==> config.mk <==
export PLATFORM = sky130hd
export DESIGN_NAME = lexp_cam_flat
export DESIGN_NICKNAME = d
export VERILOG_FILES = /design/src/hw/lexp_pkg.sv /design/src/hw/lexp_if.sv /design/src/hw/lexp_cam.sv /design/src/flat_wrapper.sv
export SDC_FILE = /design/constraint.sdc
export NUM_CORES = 1
export LEC_CHECK = 0
export BUFFER_PORTS_ARGS = -buffer_cell sky130_fd_sc_hd__buf_4
export CORE_ASPECT_RATIO = 1.5
export CORE_MARGIN = 5
export CORE_UTILIZATION = 42
export DETAILED_ROUTE_END_ITERATION = 10
export SYNTH_ARGS = -nofsm -noshare
export SYNTH_HDL_FRONTEND = slang
export SYNTH_SLANG_ARGS = --single-unit
==> constraint.sdc <==
create_clock -name mclk_i -period 7.7 [get_ports mclk_i]
set_input_delay 1.155 -clock mclk_i [delete_from_list [all_inputs] [get_ports mclk_i]]
set_output_delay 1.155 -clock mclk_i [all_outputs]
set_load 0.02 [all_outputs]
==> src/hw/lexp_pkg.sv <==
package lexp_pkg;

  // ------------------------------------------------------------------
  // clock and link timing
  // ------------------------------------------------------------------
  localparam int CLK_NS          = 8;         // 125 MHz
  localparam int T_PER_MIN_NS    = 56400;     // 56.4 us least trigger period / phase
  localparam int T_HI_MIN_NS     = 100;       // 0.1 us least pulse high time
  localparam int T_RO_NS         = 51200;     // 51.2 us readout window
  localparam int T_RO_LVL_NS     = 112800;    // 112.8 us readout window, level mode
  localparam int T_EXPO_MIN_NS   = 56400;     // 56.4 us least programmed exposure
  localparam int T_EXPO_MAX_NS   = 32767000;  // 32767 us longest programmed exposure

  // least times round up, fixed windows are exact
  localparam int PER_MIN_CYC  = (T_PER_MIN_NS + CLK_NS - 1) / CLK_NS;
  localparam int HI_MIN_CYC   = (T_HI_MIN_NS + CLK_NS - 1) / CLK_NS;
  localparam int RO_CYC       = T_RO_NS / CLK_NS;
  localparam int RO_LVL_CYC   = T_RO_LVL_NS / CLK_NS;
  localparam int EXPO_MIN_CYC = (T_EXPO_MIN_NS + CLK_NS - 1) / CLK_NS;
  localparam int EXPO_MAX_CYC = T_EXPO_MAX_NS / CLK_NS;

  // ------------------------------------------------------------------
  // widths and reset values
  // ------------------------------------------------------------------
  localparam int CW        = 24;  // timing counters
  localparam int EXPO_NS_W = 25;  // programmed exposure in ns
  localparam int PW        = 10;  // pixel / line data
  localparam int NUM_W     = 8;   // exposures per averaged line
  localparam int SUM_W     = PW + NUM_W;
  localparam int DIV_STEPS = SUM_W;

  typedef logic [CW-1:0] lexp_cnt_t;

  localparam lexp_cnt_t CNT_RST_SAT = '1;    // "long ago" so the first edge is legal
  localparam lexp_cnt_t CNT_RST_ZERO = '0;

  // ------------------------------------------------------------------
  // exposure modes as selected by software
  // ------------------------------------------------------------------
  typedef enum logic [2:0] {
    LEXP_FREE  = 3'h0,
    LEXP_EXT   = 3'h1,
    LEXP_EDGE  = 3'h2,
    LEXP_LEVEL = 3'h3,
    LEXP_AVG   = 3'h4
  } lexp_mode_t;

  localparam lexp_mode_t MODE_RST = LEXP_FREE;

  // saturating increment for the phase counters
  function automatic lexp_cnt_t lexp_sat_inc(input lexp_cnt_t v);
    lexp_sat_inc = (v == '1) ? v : v + 1'b1;
  endfunction : lexp_sat_inc

  // larger of two counts
  function automatic lexp_cnt_t lexp_max(input lexp_cnt_t a, input lexp_cnt_t b);
    lexp_max = (a > b) ? a : b;
  endfunction : lexp_max

endpackage : lexp_pkg

==> src/hw/lexp_if.sv <==
`timescale 1ns/100ps
`default_nettype none
interface lexp_if;
  import lexp_pkg::*;

  logic          cc1;        // trigger pulse, grabber to camera
  logic          cc2;        // encoder pulse, grabber to camera
  logic          lval;       // readout window, camera to grabber
  logic [PW-1:0] line_data;  // line value, stable while lval is high

  modport cam  (input cc1, input cc2, output lval, output line_data);
  modport grab (output cc1, output cc2, input lval, input line_data);
endinterface : lexp_if
`default_nettype wire

==> src/hw/lexp_cam.sv <==
`timescale 1ns/100ps
`default_nettype none
module lexp_cam
  import lexp_pkg::*;
#(
  parameter int P_PER_MIN  = PER_MIN_CYC,
  parameter int P_RO       = RO_CYC,
  parameter int P_RO_LVL   = RO_LVL_CYC,
  parameter int P_EXPO_MIN = EXPO_MIN_CYC,
  parameter int P_EXPO_MAX = EXPO_MAX_CYC
) (
  // clock and reset
  input  wire logic                 mclk_i,
  input  wire logic                 srst_i,
  // link to the grabber
  lexp_if.cam                       link,
  // configuration
  input  wire logic [2:0]           mode_i,
  input  wire logic [EXPO_NS_W-1:0] expo_ns_i,
  // sensor side
  input  wire logic [PW-1:0]        pix_i,
  output logic                      expose_o,
  output logic                      exp_end_o
);

  // ------------------------------------------------------------------
  // limits at counter width
  // ------------------------------------------------------------------
  localparam lexp_cnt_t LIM_PER  = lexp_cnt_t'(P_PER_MIN);
  localparam lexp_cnt_t LIM_HI   = lexp_cnt_t'(HI_MIN_CYC);
  localparam lexp_cnt_t LIM_RO   = lexp_cnt_t'(P_RO);
  localparam lexp_cnt_t LIM_ROL  = lexp_cnt_t'(P_RO_LVL);
  localparam lexp_cnt_t LIM_EMIN = lexp_cnt_t'(P_EXPO_MIN);
  localparam lexp_cnt_t LIM_EMAX = lexp_cnt_t'(P_EXPO_MAX);
  localparam logic [NUM_W-1:0] NUM_FULL = '1;

  lexp_mode_t      mode_q;
  logic            clr;
  logic            cc1_s1, cc1_s2, cc1_q, cc2_s1, cc2_s2;
  lexp_cnt_t       hi1, lo1, per1, hi2, per2, per1_min, expo_cyc, exp_cnt, ro_cnt;
  lexp_cnt_t       next_exp_cnt, expo_raw;
  logic [EXPO_NS_W:0] ns_up;
  logic            trig1, trig2, trig2_q, lvl_rise, lvl_fall, end_ev, next_expose;
  logic            in_acc, end_acc, arm, addv, launch, dbusy, div_done, ro_go;
  logic [SUM_W-1:0] sum, sum_in, dvd;
  logic [NUM_W-1:0] num, num_in, den;
  logic [NUM_W:0]   rem, rem_sh;
  logic [4:0]       dstep;
  logic [PW-1:0]    line_data;

  // ------------------------------------------------------------------
  // mode select and programmed exposure
  // ------------------------------------------------------------------
  // a mode change flushes the period counters, exposure, averaging and readout so no mixed line escapes
  assign clr = (mode_q != lexp_mode_t'(mode_i));

  always_ff @(posedge mclk_i) begin
    if (srst_i) begin
      mode_q <= MODE_RST;
    end else begin
      mode_q <= lexp_mode_t'(mode_i);
    end
  end

  // ns to cycles, rounded up, then held inside the legal range
  assign ns_up    = {1'b0, expo_ns_i} + (EXPO_NS_W+1)'(CLK_NS - 1);
  assign expo_raw = lexp_cnt_t'(ns_up / (EXPO_NS_W+1)'(CLK_NS));

  always_ff @(posedge mclk_i) begin
    if (srst_i) begin
      expo_cyc <= LIM_EMIN;
    end else begin
      expo_cyc <= (expo_raw < LIM_EMIN) ? LIM_EMIN :
                  (expo_raw > LIM_EMAX) ? LIM_EMAX : expo_raw;
    end
  end

  // ------------------------------------------------------------------
  // link synchronisers and phase counters
  // ------------------------------------------------------------------
  // stage one is read by stage two only
  always_ff @(posedge mclk_i) begin
    if (srst_i) begin
      {cc1_s1, cc1_s2, cc1_q, cc2_s1, cc2_s2} <= '0;
    end else begin
      {cc1_q, cc1_s2, cc1_s1} <= {cc1_s2, cc1_s1, link.cc1};
      {cc2_s2, cc2_s1}        <= {cc2_s1, link.cc2};
    end
  end

  // high, low and period counts; low and period counts reset to saturation so the first edge passes
  always_ff @(posedge mclk_i) begin
    if (srst_i) begin
      {hi1, hi2}        <= {2{CNT_RST_ZERO}};
      {lo1, per1, per2} <= {3{CNT_RST_SAT}};
    end else begin
      hi1  <= cc1_s2 ? lexp_sat_inc(hi1) : '0;
      lo1  <= cc1_s2 ? '0 : lexp_sat_inc(lo1);
      per1 <= trig1 ? '0 : clr ? CNT_RST_SAT : lexp_sat_inc(per1);
      hi2  <= cc2_s2 ? lexp_sat_inc(hi2) : '0;
      per2 <= trig2 ? '0 : clr ? CNT_RST_SAT : lexp_sat_inc(per2);
    end
  end

  // trigger is taken once it has been high for the least time and the
  // period since the last taken one is legal; outside level mode a short glitch
  // never starts a truncated exposure, at the cost of a 13-cycle start latency
  assign per1_min = (mode_q == LEXP_EDGE) ? expo_cyc + LIM_PER : LIM_PER;
  assign trig1 = !clr && cc1_s2 && (hi1 == LIM_HI - 1'b1) &&
                 (per1 >= per1_min - 1'b1) &&
                 (mode_q == LEXP_EXT || mode_q == LEXP_EDGE ||
                  mode_q == LEXP_AVG);
  assign trig2 = !clr && (mode_q == LEXP_AVG) && cc2_s2 &&
                 (hi2 == LIM_HI - 1'b1) && (per2 >= LIM_PER - 1'b1);
  assign lvl_rise = !clr && (mode_q == LEXP_LEVEL) && cc1_s2 && !cc1_q &&
                    (lo1 >= LIM_PER) && !expose_o;
  assign lvl_fall = (mode_q == LEXP_LEVEL) && expose_o && !cc1_s2 && cc1_q;

  // ------------------------------------------------------------------
  // exposure sequencing
  // ------------------------------------------------------------------
  always_comb begin
    next_expose  = expose_o;
    next_exp_cnt = exp_cnt;
    end_ev       = 1'b0;
    case (mode_q)
      LEXP_FREE: begin
        if (!expose_o || exp_cnt == lexp_cnt_t'(1)) begin
          end_ev       = expose_o;
          next_expose  = 1'b1;
          next_exp_cnt = expo_cyc;
        end else begin
          next_exp_cnt = exp_cnt - 1'b1;
        end
      end
      LEXP_EXT, LEXP_AVG: begin
        if (trig1) begin
          end_ev      = expose_o;
          next_expose = 1'b1;
        end
      end
      LEXP_EDGE: begin
        if (expose_o) begin
          if (exp_cnt == lexp_cnt_t'(1)) begin
            next_expose = 1'b0;
            end_ev      = 1'b1;
          end else begin
            next_exp_cnt = exp_cnt - 1'b1;
          end
        end else if (trig1) begin
          next_expose  = 1'b1;
          next_exp_cnt = expo_cyc;
        end
      end
      LEXP_LEVEL: begin
        if (lvl_rise) begin
          next_expose = 1'b1;
        end else if (lvl_fall) begin
          next_expose = 1'b0;
          end_ev      = (hi1 >= LIM_PER);
        end
      end
      default: begin
        next_expose = 1'b0;
      end
    endcase
    if (clr) begin
      next_expose = 1'b0;
      end_ev      = 1'b0;
    end
  end

  always_ff @(posedge mclk_i) begin
    if (srst_i) begin
      {expose_o, exp_cnt, exp_end_o} <= '0;
    end else begin
      expose_o  <= next_expose;
      exp_cnt   <= next_exp_cnt;
      exp_end_o <= end_ev;  // sensor shows pix_i during this pulse
    end
  end

  // ------------------------------------------------------------------
  // encoder-period averaging
  // ------------------------------------------------------------------
  // the line is closed one cycle after the encoder edge so a sample still
  // in flight from the exposure that just ended lands in the old line
  assign addv   = (mode_q == LEXP_AVG) && exp_end_o && end_acc && (num != NUM_FULL);
  assign sum_in = addv ? sum + SUM_W'(pix_i) : sum;
  assign num_in = addv ? num + 1'b1 : num;
  assign launch = trig2_q && (num_in != '0);

  always_ff @(posedge mclk_i) begin
    if (srst_i || clr) begin
      {arm, in_acc, end_acc, trig2_q} <= '0;
      {sum, num}                      <= '0;
    end else begin
      trig2_q <= trig2;
      arm     <= arm | trig2;
      if (trig1) begin
        in_acc <= arm | trig2;
      end else if (trig2) begin
        in_acc <= 1'b0;  // running exposure began before the encoder edge
      end
      if (end_ev) begin
        end_acc <= in_acc;
      end
      sum <= trig2_q ? '0 : sum_in;  // a new line starts empty
      num <= trig2_q ? '0 : num_in;
    end
  end

  // restoring divider, one quotient bit per cycle
  assign rem_sh = {rem[NUM_W-1:0], dvd[SUM_W-1]};

  always_ff @(posedge mclk_i) begin
    if (srst_i || clr) begin
      {dvd, den, rem, dstep, dbusy, div_done} <= '0;
    end else begin
      div_done <= dbusy && (dstep == 5'h01);
      if (launch) begin
        dvd   <= sum_in;
        den   <= num_in;
        rem   <= '0;
        dstep <= 5'(DIV_STEPS);
        dbusy <= 1'b1;
      end else if (dbusy) begin
        rem <= (rem_sh >= {1'b0, den}) ? rem_sh - {1'b0, den} : rem_sh;
        dvd <= {dvd[SUM_W-2:0], (rem_sh >= {1'b0, den})};
        dstep <= dstep - 1'b1;
        dbusy <= (dstep != 5'h01);
      end
    end
  end

  // ------------------------------------------------------------------
  // readout window
  // ------------------------------------------------------------------
  assign ro_go = (mode_q == LEXP_AVG) ? div_done : exp_end_o;

  always_ff @(posedge mclk_i) begin
    if (srst_i) begin
      ro_cnt    <= CNT_RST_ZERO;
      line_data <= '0;
    end else if (clr) begin
      ro_cnt <= CNT_RST_ZERO;  // last line stays on the link, data moves only at a window start
    end else if (ro_go) begin
      ro_cnt    <= (mode_q == LEXP_LEVEL) ? LIM_ROL : LIM_RO;
      line_data <= (mode_q == LEXP_AVG) ? dvd[PW-1:0] : pix_i;
    end else if (ro_cnt != '0) begin
      ro_cnt <= ro_cnt - 1'b1;
    end
  end

  assign link.lval      = (ro_cnt != '0);
  assign link.line_data = line_data;

endmodule : lexp_cam
`default_nettype wire

==> src/flat_wrapper.sv <==
// flat-port wrapper written by rule: the top's interface ports become plain ports
module lexp_cam_flat import lexp_pkg::*;
#(
  parameter int P_PER_MIN  = PER_MIN_CYC,
  parameter int P_RO       = RO_CYC,
  parameter int P_RO_LVL   = RO_LVL_CYC,
  parameter int P_EXPO_MIN = EXPO_MIN_CYC,
  parameter int P_EXPO_MAX = EXPO_MAX_CYC
)
  (mclk_i, srst_i, mode_i, expo_ns_i, pix_i, expose_o, exp_end_o, link_cc1, link_cc2, link_lval, link_line_data);
  lexp_if link_i ();
  input  wire logic mclk_i;
  input  wire logic srst_i;
  input  wire logic [2:0] mode_i;
  input  wire logic [EXPO_NS_W-1:0] expo_ns_i;
  input  wire logic [PW-1:0] pix_i;
  output logic expose_o;
  output logic exp_end_o;
  input wire logic [$bits(link_i.cc1)-1:0] link_cc1;
  input wire logic [$bits(link_i.cc2)-1:0] link_cc2;
  output wire logic [$bits(link_i.lval)-1:0] link_lval;
  output wire logic [$bits(link_i.line_data)-1:0] link_line_data;
  assign link_i.cc1 = link_cc1;
  assign link_i.cc2 = link_cc2;
  assign link_lval = link_i.lval;
  assign link_line_data = link_i.line_data;
  lexp_cam #(.P_PER_MIN(P_PER_MIN), .P_RO(P_RO), .P_RO_LVL(P_RO_LVL), .P_EXPO_MIN(P_EXPO_MIN), .P_EXPO_MAX(P_EXPO_MAX)) u_core (.mclk_i(mclk_i), .srst_i(srst_i), .link(link_i), .mode_i(mode_i), .expo_ns_i(expo_ns_i), .pix_i(pix_i), .expose_o(expose_o), .exp_end_o(exp_end_o));
endmodule
==> run_results.csv, run 1 <==
group,metric,value,unit
floorplan,core,37600,sq um
cells_and_area,multiInputGateArea,9700,sq um
grt,grt_pass1_vias,13600,
synthesis,synthFlopType,"dfxtp_1",
placed_design,portBuffers,54,
cells_and_area,fill_cells,3722,
critical_path,path_class,"flop to flop",
synthesis,yosys_warnings,0,
pwr,power_leakage,6.54,nW
synthesis,netlist_area,15900,sq um
hold_path,hold_class,"flop to flop",
sta,fmax,168,MHz
detailed_routing,wl_per_cell,15.3,um
cts,cts_tree,"built",
cts,clkLatencyLatePin,0.57,ns
cts,cts_root_buf,"clkbuf_16",
cts,postCtsSetupRepairBufs,0,
synthesis,synth_cell_types,83,
floorplan,fp.dieW,169,um
synthesis,postSynthCellCount,1985,
pwr,p_per_area,342,nW/um^2
placed_design,hpwl,26900,um
detailed_routing,routed_wl,38200,um
floorplan,die_y,248,um
cts,hold_buffers,0,
cells_and_area,seq_area,5650,sq um
detailed_routing,postRouteAntennaNets,0,
pwr,vdd_drop_max,469,uV
critical_path,worstPathRequired,8.17,ns
placed_design,place.gp.congestion,0.808,
synthesis,netlist.area_leader.share,35.5,%
floorplan,pin_count,55,
placed_design,dp.cells,2444,
synthesis,ys_top_cells_by_area,"dfxtp_1 35%, nor2_1 6.1%, xor2_1 5.6%",
detailed_routing,dr.first_iter.drc_count,634,
cts,numCtsBuffers,30,
synthesis,ys_seq_elements,282,
critical_path,crit_slowest_cell,"or2_1",
sta,setup_tns,0,ns
critical_path,path_cells,"ha_1 > o2111ai_1 > a31oi_1 > nand3_1 > xnor2_1 > nand2_1 > nand2_1 > nor4_1 > a311o_1 > ha_1 > nand4_1 > nor4_1 > nand4_1 > o21ai_0 > o211a_1 > or2_1 > o21ai_0 > a221oi_1",
grt,gr-usage-all-layers,17.8,%
cts,cts_resized,0,
cts,max-clock-path-buffers,3,
synthesis,synthArstFlopShare,0,%
cells_and_area,final_nets,2092,
sta,min_period,5.94,ns
detailed_routing,drcViolationCount,0,
sta,post-route-period-util,77.2,%
critical_path,crit_path_start_kind,"flop",
sta,report.final.slew_viol_count,0,
synthesis,syn_nets,2090,
cells_and_area,drive_gt1_share,7.61,%
sta,fin_ws,1.76,ns
cells_and_area,areaGrowthSynthToFinish,11.2,%
sta,tightestPinTransition,1.20,ns
floorplan,initial_core_util,42.4,%
sta,finClkSkew,0.0177,ns
cells_and_area,utilization,47.1,%
cts,clkTransAtPathRegs,0.06,ns
grt,antenna_found_initial,0,
floorplan,dieArea,42000,sq um
sta,hold_viol_final,0,
detailed_routing,drt-vias-per-instance,5.54,
sta,setup-violations-final,0,
cts,h-tree-depth,1,
grt,grt-ovfl-total,0,
outcome,status,"complete, no violations",
sta,rsz0062_at_grt,"no",
detailed_routing,drt_first_pass_iters,5,
grt,grt_pass1_wl,65100,um
synthesis,synth_top_area_cell,"dfxtp_1",
sta,relSlewSlack,19.8,%
floorplan,rows,87,
job,maxCapViolCount,0,
detailed_routing,vias,13800,
critical_path,cpPeakStageDelay,0.75,ns
grt,grt_max_degree,60,
cells_and_area,antenna_cells,0,
critical_path,crit_arrival,6.41,ns
critical_path,endpoint_kind,"flop",
critical_path,crit_fanout,27,
synthesis,ys_seq_area_share,35.5,%
synthesis,synth-edff-count,0,
placed_design,dpl_worst_slack,1.86,ns
synthesis,syn_area_per_cell,8.02,sq um
cells_and_area,final_cells,2500,
cts,cts_num_sinks,282,
-- registers in the layout (all words and copies together), names as in the netlist, 3 cells and up --
register               count
u_core.ro_cnt             24
u_core.link.line_data     10
u_core.expo_cyc           23
u_core.exp_cnt            24
u_core.hi1                24
u_core.lo1                24
u_core.dstep               5
u_core.sum                18
u_core.hi2                24
u_core.per2               24
u_core.rem                 8
u_core.den                 8
u_core.mode_q              3
u_core.num                 8
u_core.per1               24
u_core.dvd                18
-- power by group --
group | switching, mW | internal, mW
clock | 0.622 | 0.879
sequential | 0.157 | 1.60
combinational | 1.60 | 1.20
-- worst paths after layout --
path,cells after the start,slack (ns),end,startpoint
hold reg to reg,1,0.47,u_core.cc2_s2$_SDFF_PP0_,u_core.cc2_s1$_SDFF_PP0_
setup / recovery,18,1.76,u_core.exp_cnt[20]$_SDFFE_PP0P_,u_core.expo_cyc[1]$_SDFF_PP1_
setup reg to reg,18,1.76,u_core.exp_cnt[20]$_SDFFE_PP0P_,u_core.expo_cyc[1]$_SDFF_PP1_
hold / removal,1,0.47,u_core.cc2_s2$_SDFF_PP0_,u_core.cc2_s1$_SDFF_PP0_
-- cell type report --
type                       count  share of cell area, %
tap                          489                   3.46
timing repair buffer          69                   2.93
clock inverter                13                  0.912
sequential                   282                   31.9
multi-input combinational   1550                   54.8
inverter                      54                   1.14
clock buffer                  43                   4.86
-- placed cells by master, fill, tap and decap left out, types with 53 or more instances in the layout --
cell	Yosys	routed
xnor2_1	90	90
nand2_1	156	155
buf_4	1	69
a211oi_1	63	63
nand3_1	101	101
inv_1	53	53
a21oi_1	97	97
xor2_1	101	101
nor2_1	257	257
nor3_1	57	57
ha_1	61	61
dfxtp_1	282	281
o21ai_0	129	128
-- per-stage QoR --
stage | hold slack [ns] | cell area, sq um | power [mW]
final | 0.467 | 17700 | 6.05
after global routing | 0.473 | 17700 | 6.53
after CTS | 0.464 | 17700 | 6.13
after detailed placement | 0.434 | 16700 | 4.58
after global placement | 0.428 | 16700 | 4.57
after floorplan | 0.414 | 15900 | 4.06
-- Yosys cell counts (all sizes together), types with 17 or more instances --
| library cell | n |
|---|---|
| dfxtp | 282 |
| o21ai | 131 |
| clkbuf | 82 |
| a211oi | 67 |
| nor3 | 60 |
| xor2 | 101 |
| a21oi | 98 |
| nand2 | 156 |
| nand4 | 50 |
| nor2b | 42 |
| nand3 | 102 |
| nor2 | 257 |
| ha | 61 |
| and3 | 47 |
| mux2i | 28 |
| inv | 54 |
| a31oi | 19 |
| xnor2 | 90 |
| buf | 17 |
| nor4 | 29 |
-- layer usage --
layer / vias to the layer above / global-route usage, % / routed length [um]
met4: 0 / 4.44 / 703
li1: 7067 / - / -
met2: 191 / 33.0 / 19500
met3: 59 / 2.22 / 1240
met5: - / 0 / 0
met1: 6532 / 21.5 / 16700
-- logic make-up (layout without fill, tap and decap cells) --
logic type	Yosys count	count (layout)	synth area share (%)
mux	30	30	1.90
compound gates	416	416	16.5
xor+xnor	191	191	10.5
flops	282	282	35.5
other cells	1	1	0.0235
fa+ha+maj	63	63	5.04
simple gates	849	849	26.8
buf+inv	153	179	3.83
-- critical path, delay by kind of cell, from the launching register on --
| kind | cells | cell delay (ns) |
|---|---|---|
| XOR/XNOR | 1 | 0.17 |
| flip-flops | 1 | 0.50 |
| AO/OA/AOI/OAI | 7 | 2.31 |
| AND/OR/NAND/NOR | 8 | 2.34 |
| adder cells (fa/ha/maj) | 2 | 0.52 |
No activity file was read; power rests on OpenSTA's default activity.
==> inputs of run 2 (changes only) <==
- clock period: 7.7 -> 6 ns (I/O delays scaled with it)
==> run 2 against run 1 <==
  * First-iteration DRC count up 16%
  * Clock-buffer cell count down 2
  * Non-clock buffer count up 6
  * Core utilization about the same
  * Global-route usage up 0.15 points
  * Register-to-register slack worse by 1.1 ns
  * Sequential share of layout area about the same
  * Cell count up 0.24%
  * Via count about the same
  * Critical path depth up 1
  * Fmax up 11%
  * Sequential cell count unchanged
  * Largest cell class unchanged
  * Largest power group unchanged
  * Highest routed layer unchanged
==> run_results.csv, run 2 (synthesis gave the netlist of run 1 again) <==
group,metric,value,unit
hold_path,hold_class,"flop to flop",
outcome,status,"complete, no violations",
pwr,power_leakage,6.55,nW
cells_and_area,final_common_cell,"dfxtp_1",
cells_and_area,final_cells,2506,
job,maxCapViolCount,0,
cts,cts_tree,"built",
floorplan,die_y,248,um
floorplan,core,37600,sq um
placed_design,place.gp.congestion,0.841,
critical_path,path_depth,19,
critical_path,crit_fanout,13,
sta,rsz0062_at_grt,"no",
hold_path,hold_end,"u_core.cc2_s2$_SDFF_PP0_",
hold_path,worstHoldStart,"u_core.cc2_s1$_SDFF_PP0_",
grt,grt_max_degree,60,
critical_path,crit_family,"simple AND/OR/NAND/NOR gates",
sta,setup-violations-final,0,
floorplan,pin_count,55,
placed_design,dp.cells,2450,
sta,tightestPinTransition,1.25,ns
sta,fmax,187,MHz
detailed_routing,drcViolationCount,0,
grt,grt_pass1_wl,65100,um
critical_path,path_class,"flop to flop",
pwr,vdd_drop_max,504,uV
sta,relSlewSlack,16.4,%
critical_path,path_cells,"ha_1 > o2111ai_1 > or4_1 > o22ai_1 > and2_1 > nand4b_1 > or2_1 > nand4b_4 > xnor2_1 > ha_1 > nand4_1 > nor4_1 > nand4_1 > o21ai_0 > o21ai_1 > buf_4 > a211o_1 > mux2i_1 > nor2_1",
critical_path,crit_path_start_kind,"flop",
detailed_routing,vias,13900,
detailed_routing,wl_per_cell,15.3,um
cells_and_area,fill_cells,3727,
floorplan,dieArea,42000,sq um
hold_path,hold_depth,1,
pwr,power,7.69,mW
cts,hold_buffers,0,
detailed_routing,dr.first_iter.drc_count,735,
placed_design,portBuffers,54,
critical_path,r2r-end,"u_core.end_acc$_SDFFE_PP0P_",
critical_path,endpoint_kind,"flop",
cells_and_area,antenna_cells,0,
cts,numCtsBuffers,30,
critical_path,r2r_slack,0.65,ns
sta,setup_tns,0,ns
detailed_routing,postRouteAntennaNets,0,
critical_path,crit_arrival,5.78,ns
detailed_routing,drt-vias-per-instance,5.53,
critical_path,rr_worst_depth,19,
cts,h-tree-depth,1,
cells_and_area,final_cell_mix,"281 x dfxtp_1, 257 x nor2_1, 155 x nand2_1",
cells_and_area,areaGrowthSynthToFinish,11.2,%
cts,max-clock-path-buffers,3,
critical_path,worstPathRequired,6.43,ns
sta,min_period,5.35,ns
critical_path,crit_slowest_cell,"dfxtp_1",
sta,finClkSkew,0.0161,ns
sta,report.final.slew_viol_count,0,
grt,antenna_found_initial,0,
cells_and_area,utilization,47.1,%
critical_path,path_buf_inv,1,
floorplan,rows,87,
floorplan,initial_core_util,42.4,%
grt,grt-ovfl-total,0,
cts,clkLatencyLatePin,0.57,ns
pwr,p_per_area,434,nW/um^2
cells_and_area,final_nets,2098,
cts,cts_root_buf,"clkbuf_16",
detailed_routing,drt_first_pass_iters,5,
sta,post-route-period-util,89.2,%
placed_design,hpwl,27200,um
cts,clkTransAtPathRegs,0.07,ns
detailed_routing,routed_wl,38300,um
cts,cts_num_sinks,282,
floorplan,fp.dieW,169,um
grt,grt_pass1_vias,13600,
critical_path,worstReg2RegStart,"u_core.expo_cyc[1]$_SDFF_PP1_",
grt,gr-usage-all-layers,17.9,%
critical_path,cpPeakStageDelay,0.54,ns
sta,hold_viol_final,0,
cells_and_area,drive_gt1_share,8.03,%
[run 2: cell types whose count changed in the layout (fill, tap and decap cells not counted)]
cell and change:
clkinvlp_4 +1, or2_1 -1, buf_4 +6, a2111oi_0 -1, a2111oi_1 +1, clkinv_2 +3
clkbuf_1 -2, bufinv_16 -2, or2_2 +1
[run 2: how the worst max path moves through the flow]
stage | slack (ns) | start | to
after floorplan | 0.58 | u_core.mode_q[1]$_SDFF_PP0_ | u_core.per1[10]$_SDFFE_PP1P_
after global routing | 0.21 | u_core.expo_cyc[1]$_SDFF_PP1_ | u_core.exp_cnt[0]$_SDFFE_PP0P_
after CTS | 0.51 | u_core.expo_cyc[4]$_SDFF_PP0_ | u_core.exp_cnt[20]$_SDFFE_PP0P_
final | 0.65 | u_core.expo_cyc[1]$_SDFF_PP1_ | u_core.end_acc$_SDFFE_PP0P_
after detailed placement | 0.52 | u_core.expo_cyc[4]$_SDFF_PP0_ | u_core.exp_cnt[20]$_SDFFE_PP0P_
after global placement | 0.71 | u_core.expo_cyc[1]$_SDFF_PP1_ | u_core.exp_cnt[3]$_SDFFE_PP0P_
[run 2: timing repair]
action,4_1_cts,5_1_grt
setup buffers,0,0
resized for setup,0,2
endpoints found under the setup margin,0,13
[run 2: report_power, final]
part | internal [mW] | switching (mW) | leakage (nW) | total (mW)
registers | 2.05 | 0.200 | 2.29 | 2.25
clock network | 1.04 | 0.796 | 0.484 | 1.84
logic | 1.55 | 2.06 | 3.77 | 3.60
total | 4.63 | 3.05 | 6.55 | 7.69
[run 2: area by class of cell]
| cell class | count | area [sq um] | area share (%) |
|---|---|---|---|
| multi-input combinational | 1550 | 9700 | 54.8 |
| clock buffer | 41 | 852 | 4.81 |
| timing repair buffer | 75 | 563 | 3.18 |
| tap | 489 | 612 | 3.46 |
| clock inverter | 15 | 124 | 0.700 |
| inverter | 54 | 203 | 1.14 |
| sequential | 282 | 5650 | 31.9 |
[run 2: through the flow]
step           hold slack [ns]  instance area (sq um)  setup slack [ns]
6_report                 0.432                  17700             0.648
3_3_place_gp             0.428                  16700             0.711
2_1_floorplan            0.414                  15900             0.579
3_5_place_dp             0.432                  16700             0.520
5_1_grt                  0.454                  17700             0.211
4_1_cts                  0.436                  17700             0.511
[run 2: routing by layer]
layer	GRT usage, %	share of wire (%)	up-vias
met2	32.7	51	199
met4	5.78	2.6	0
li1	-	-	7067
met3	2.37	3.2	67
met1	21.5	43	6523
met5	0	0	-
==> inputs of run 3 (changes only) <==
- BUFFER_PORTS_ARGS: -buffer_cell sky130_fd_sc_hd__buf_4 -> unset
- DONT_BUFFER_PORTS: unset -> 1
- clock period: 6 -> 6.57 ns (I/O delays scaled with it)
==> run 3 against run 2 <==
  * Sequential cell count unchanged
  * Die area unchanged
  * Via count decreased by 1.2%
  * Cell area decreased by 2.0%
  * Clock skew decreased by 0.0070 ns
  * Power decreased by 8.1%
  * Routed wire length decreased by 0.36%
  * Critical path type unchanged
  * Highest routed layer unchanged
==> run_results.csv, run 3 (synthesis gave the netlist of run 1 again) <==
group,metric,value,unit
critical_path,crit_slowest_cell,"a31oi_1",
sta,rsz0062_at_grt,"no",
sta,report.final.slew_viol_count,0,
floorplan,pin_count,55,
cells_and_area,final_common_cell,"dfxtp_1",
critical_path,worstPathRequired,6.97,ns
job,maxCapViolCount,0,
critical_path,crit_fanout,16,
placed_design,place.gp.congestion,0.830,
critical_path,worstReg2RegStart,"u_core.expo_cyc[1]$_SDFF_PP1_",
hold_path,hold_class,"flop to flop",
cts,cts_root_buf,"clkbuf_16",
floorplan,core,37600,sq um
critical_path,r2r_slack,0.94,ns
detailed_routing,drt_first_pass_iters,5,
cells_and_area,final_nets,2040,
grt,grt_pass1_wl,64300,um
cts,max-clock-path-buffers,3,
cells_and_area,final_cell_mix,"281 x dfxtp_1, 257 x nor2_1, 156 x nand2_1",
critical_path,crit_arrival,6.03,ns
cts,cts_resized,0,
placed_design,dp.cells,2393,
critical_path,crit_family,"simple AND/OR/NAND/NOR gates",
detailed_routing,postRouteAntennaNets,0,
grt,grt_max_degree,60,
sta,post-route-period-util,85.7,%
critical_path,crit_start,"u_core.expo_cyc[1]$_SDFF_PP1_",
floorplan,initial_core_util,42.4,%
critical_path,rr_worst_depth,18,
cts,postCtsSetupRepairBufs,0,
sta,relSlewSlack,19.1,%
sta,min_period,5.63,ns
detailed_routing,drcViolationCount,0,
cts,clkLatencyLatePin,0.57,ns
pwr,vdd_drop_max,462,uV
detailed_routing,drt-vias-per-instance,5.60,
floorplan,rows,87,
sta,setup-violations-final,0,
critical_path,endpoint_kind,"flop",
placed_design,portBuffers,0,
placed_design,hpwl,27000,um
critical_path,cpPeakStageDelay,0.70,ns
pwr,power_leakage,6.30,nW
detailed_routing,wl_per_cell,15.6,um
critical_path,path_buf_inv,0,
cells_and_area,drive_gt1_share,5.21,%
grt,antenna_found_initial,2,
sta,setup_tns,0,ns
outcome,status,"complete, no violations",
detailed_routing,routed_wl,38200,um
cells_and_area,multiInputGateArea,9700,sq um
critical_path,path_depth,18,
floorplan,die_y,248,um
cells_and_area,fill_cells,3718,
detailed_routing,dr.first_iter.drc_count,643,
cts,clkTransAtPathRegs,0.06,ns
cts,numCtsBuffers,29,
cells_and_area,final_cells,2446,
grt,gr-usage-all-layers,17.7,%
cts,hold_buffers,0,
sta,hold_viol_final,0,
sta,tightestPinTransition,1.21,ns
floorplan,fp.dieW,169,um
cts,cts_tree,"built",
cells_and_area,antenna_cells,0,
cells_and_area,seq_area,5650,sq um
grt,grt_pass1_vias,13400,
cts,h-tree-depth,1,
pwr,p_per_area,407,nW/um^2
critical_path,cp-endpoint,"u_core.per1[18]$_SDFFE_PP1P_",
cts,cts_num_sinks,282,
critical_path,path_class,"flop to flop",
floorplan,dieArea,42000,sq um
sta,fmax,178,MHz
sta,finClkSkew,0.00912,ns
hold_path,hold_depth,1,
hold_path,worstHoldStart,"u_core.cc2_s1$_SDFF_PP0_",
grt,grt-ovfl-total,0,
detailed_routing,vias,13700,
critical_path,crit_path_start_kind,"flop",
critical_path,r2r-end,"u_core.per1[18]$_SDFFE_PP1P_",
cells_and_area,areaGrowthSynthToFinish,8.94,%
critical_path,path_cells,"ha_1 > o2111ai_1 > a31oi_1 > nand3_1 > xnor2_1 > nand2_1 > nand2_1 > nor4_1 > a311o_1 > ha_1 > nand4_1 > nor4_1 > nand4_1 > o21ai_0 > o21ai_1 > nor2b_1 > nor2_1 > o21ai_0",
[run 3: cell type report]
class,instances,area share [%]
Clock buffer,39,4.80
Clock inverter,14,1.25
Inverter,54,1.17
Multi-Input combinational cell,1550,55.9
Sequential cell,282,32.5
Tap cell,489,3.53
Timing Repair Buffer,18,0.779
[run 3: worst min-delay path by stage]
stage | end | slack [ns]
after floorplan | u_core.cc1_s2$_SDFF_PP0_ | 0.41
after global placement | u_core.cc1_s2$_SDFF_PP0_ | 0.43
after detailed placement | u_core.cc2_s2$_SDFF_PP0_ | 0.43
after CTS | u_core.exp_cnt[23]$_SDFFE_PP0P_ | 0.45
after global routing | u_core.link.line_data[4]$_SDFFE_PP0P_ | 0.45
final | u_core.cc2_s2$_SDFF_PP0_ | 0.45
[run 3: power by group]
part | leakage [nW] | internal [mW] | total [mW] | switching, mW
Combinational | 3.49 | 1.34 | 3.21 | 1.88
Clock | 0.512 | 1.09 | 1.80 | 0.710
Sequential | 2.29 | 1.87 | 2.05 | 0.183
[run 3: per-stage QoR]
| stage | setup slack [ns] | utilization (%) | hold slack [ns] | power [mW] | area [sq um] |
|---|---|---|---|---|---|
| 2_1_floorplan | 1.15 | - | 0.414 | 4.76 | 15900 |
| 3_3_place_gp | 1.12 | 43.4 | 0.431 | 5.25 | 16300 |
| 3_5_place_dp | 0.859 | 43.4 | 0.429 | 5.28 | 16300 |
| 4_1_cts | 0.882 | 46.2 | 0.446 | 7.13 | 17300 |
| 5_1_grt | 0.209 | 46.2 | 0.450 | 7.62 | 17300 |
| 6_report | 0.939 | 46.2 | 0.448 | 7.06 | 17300 |
[run 3: routing by layer]
metal	vias up	wire, um	GRT usage (%)
li1	6967	-	-
met1	6481	16200	20.8
met2	192	19500	32.8
met3	49	1650	2.99
met4	0	877	5.11
met5	-	0	0
[run 3: worst register-to-register path, stage by stage, from the launching register on]
cell and delay (ns):
dfxtp_1 0.51, ha_1 0.37, o2111ai_1 0.30, a31oi_1 0.71
nand3_1 0.18, xnor2_1 0.21, nand2_1 0.19, nand2_1 0.14
nor4_1 0.07, a311o_1 0.29, ha_1 0.32, nand4_1 0.18
nor4_1 0.38, nand4_1 0.13, o21ai_0 0.29, o21ai_1 0.14
nor2b_1 0.15, nor2_1 0.68, o21ai_0 0.21
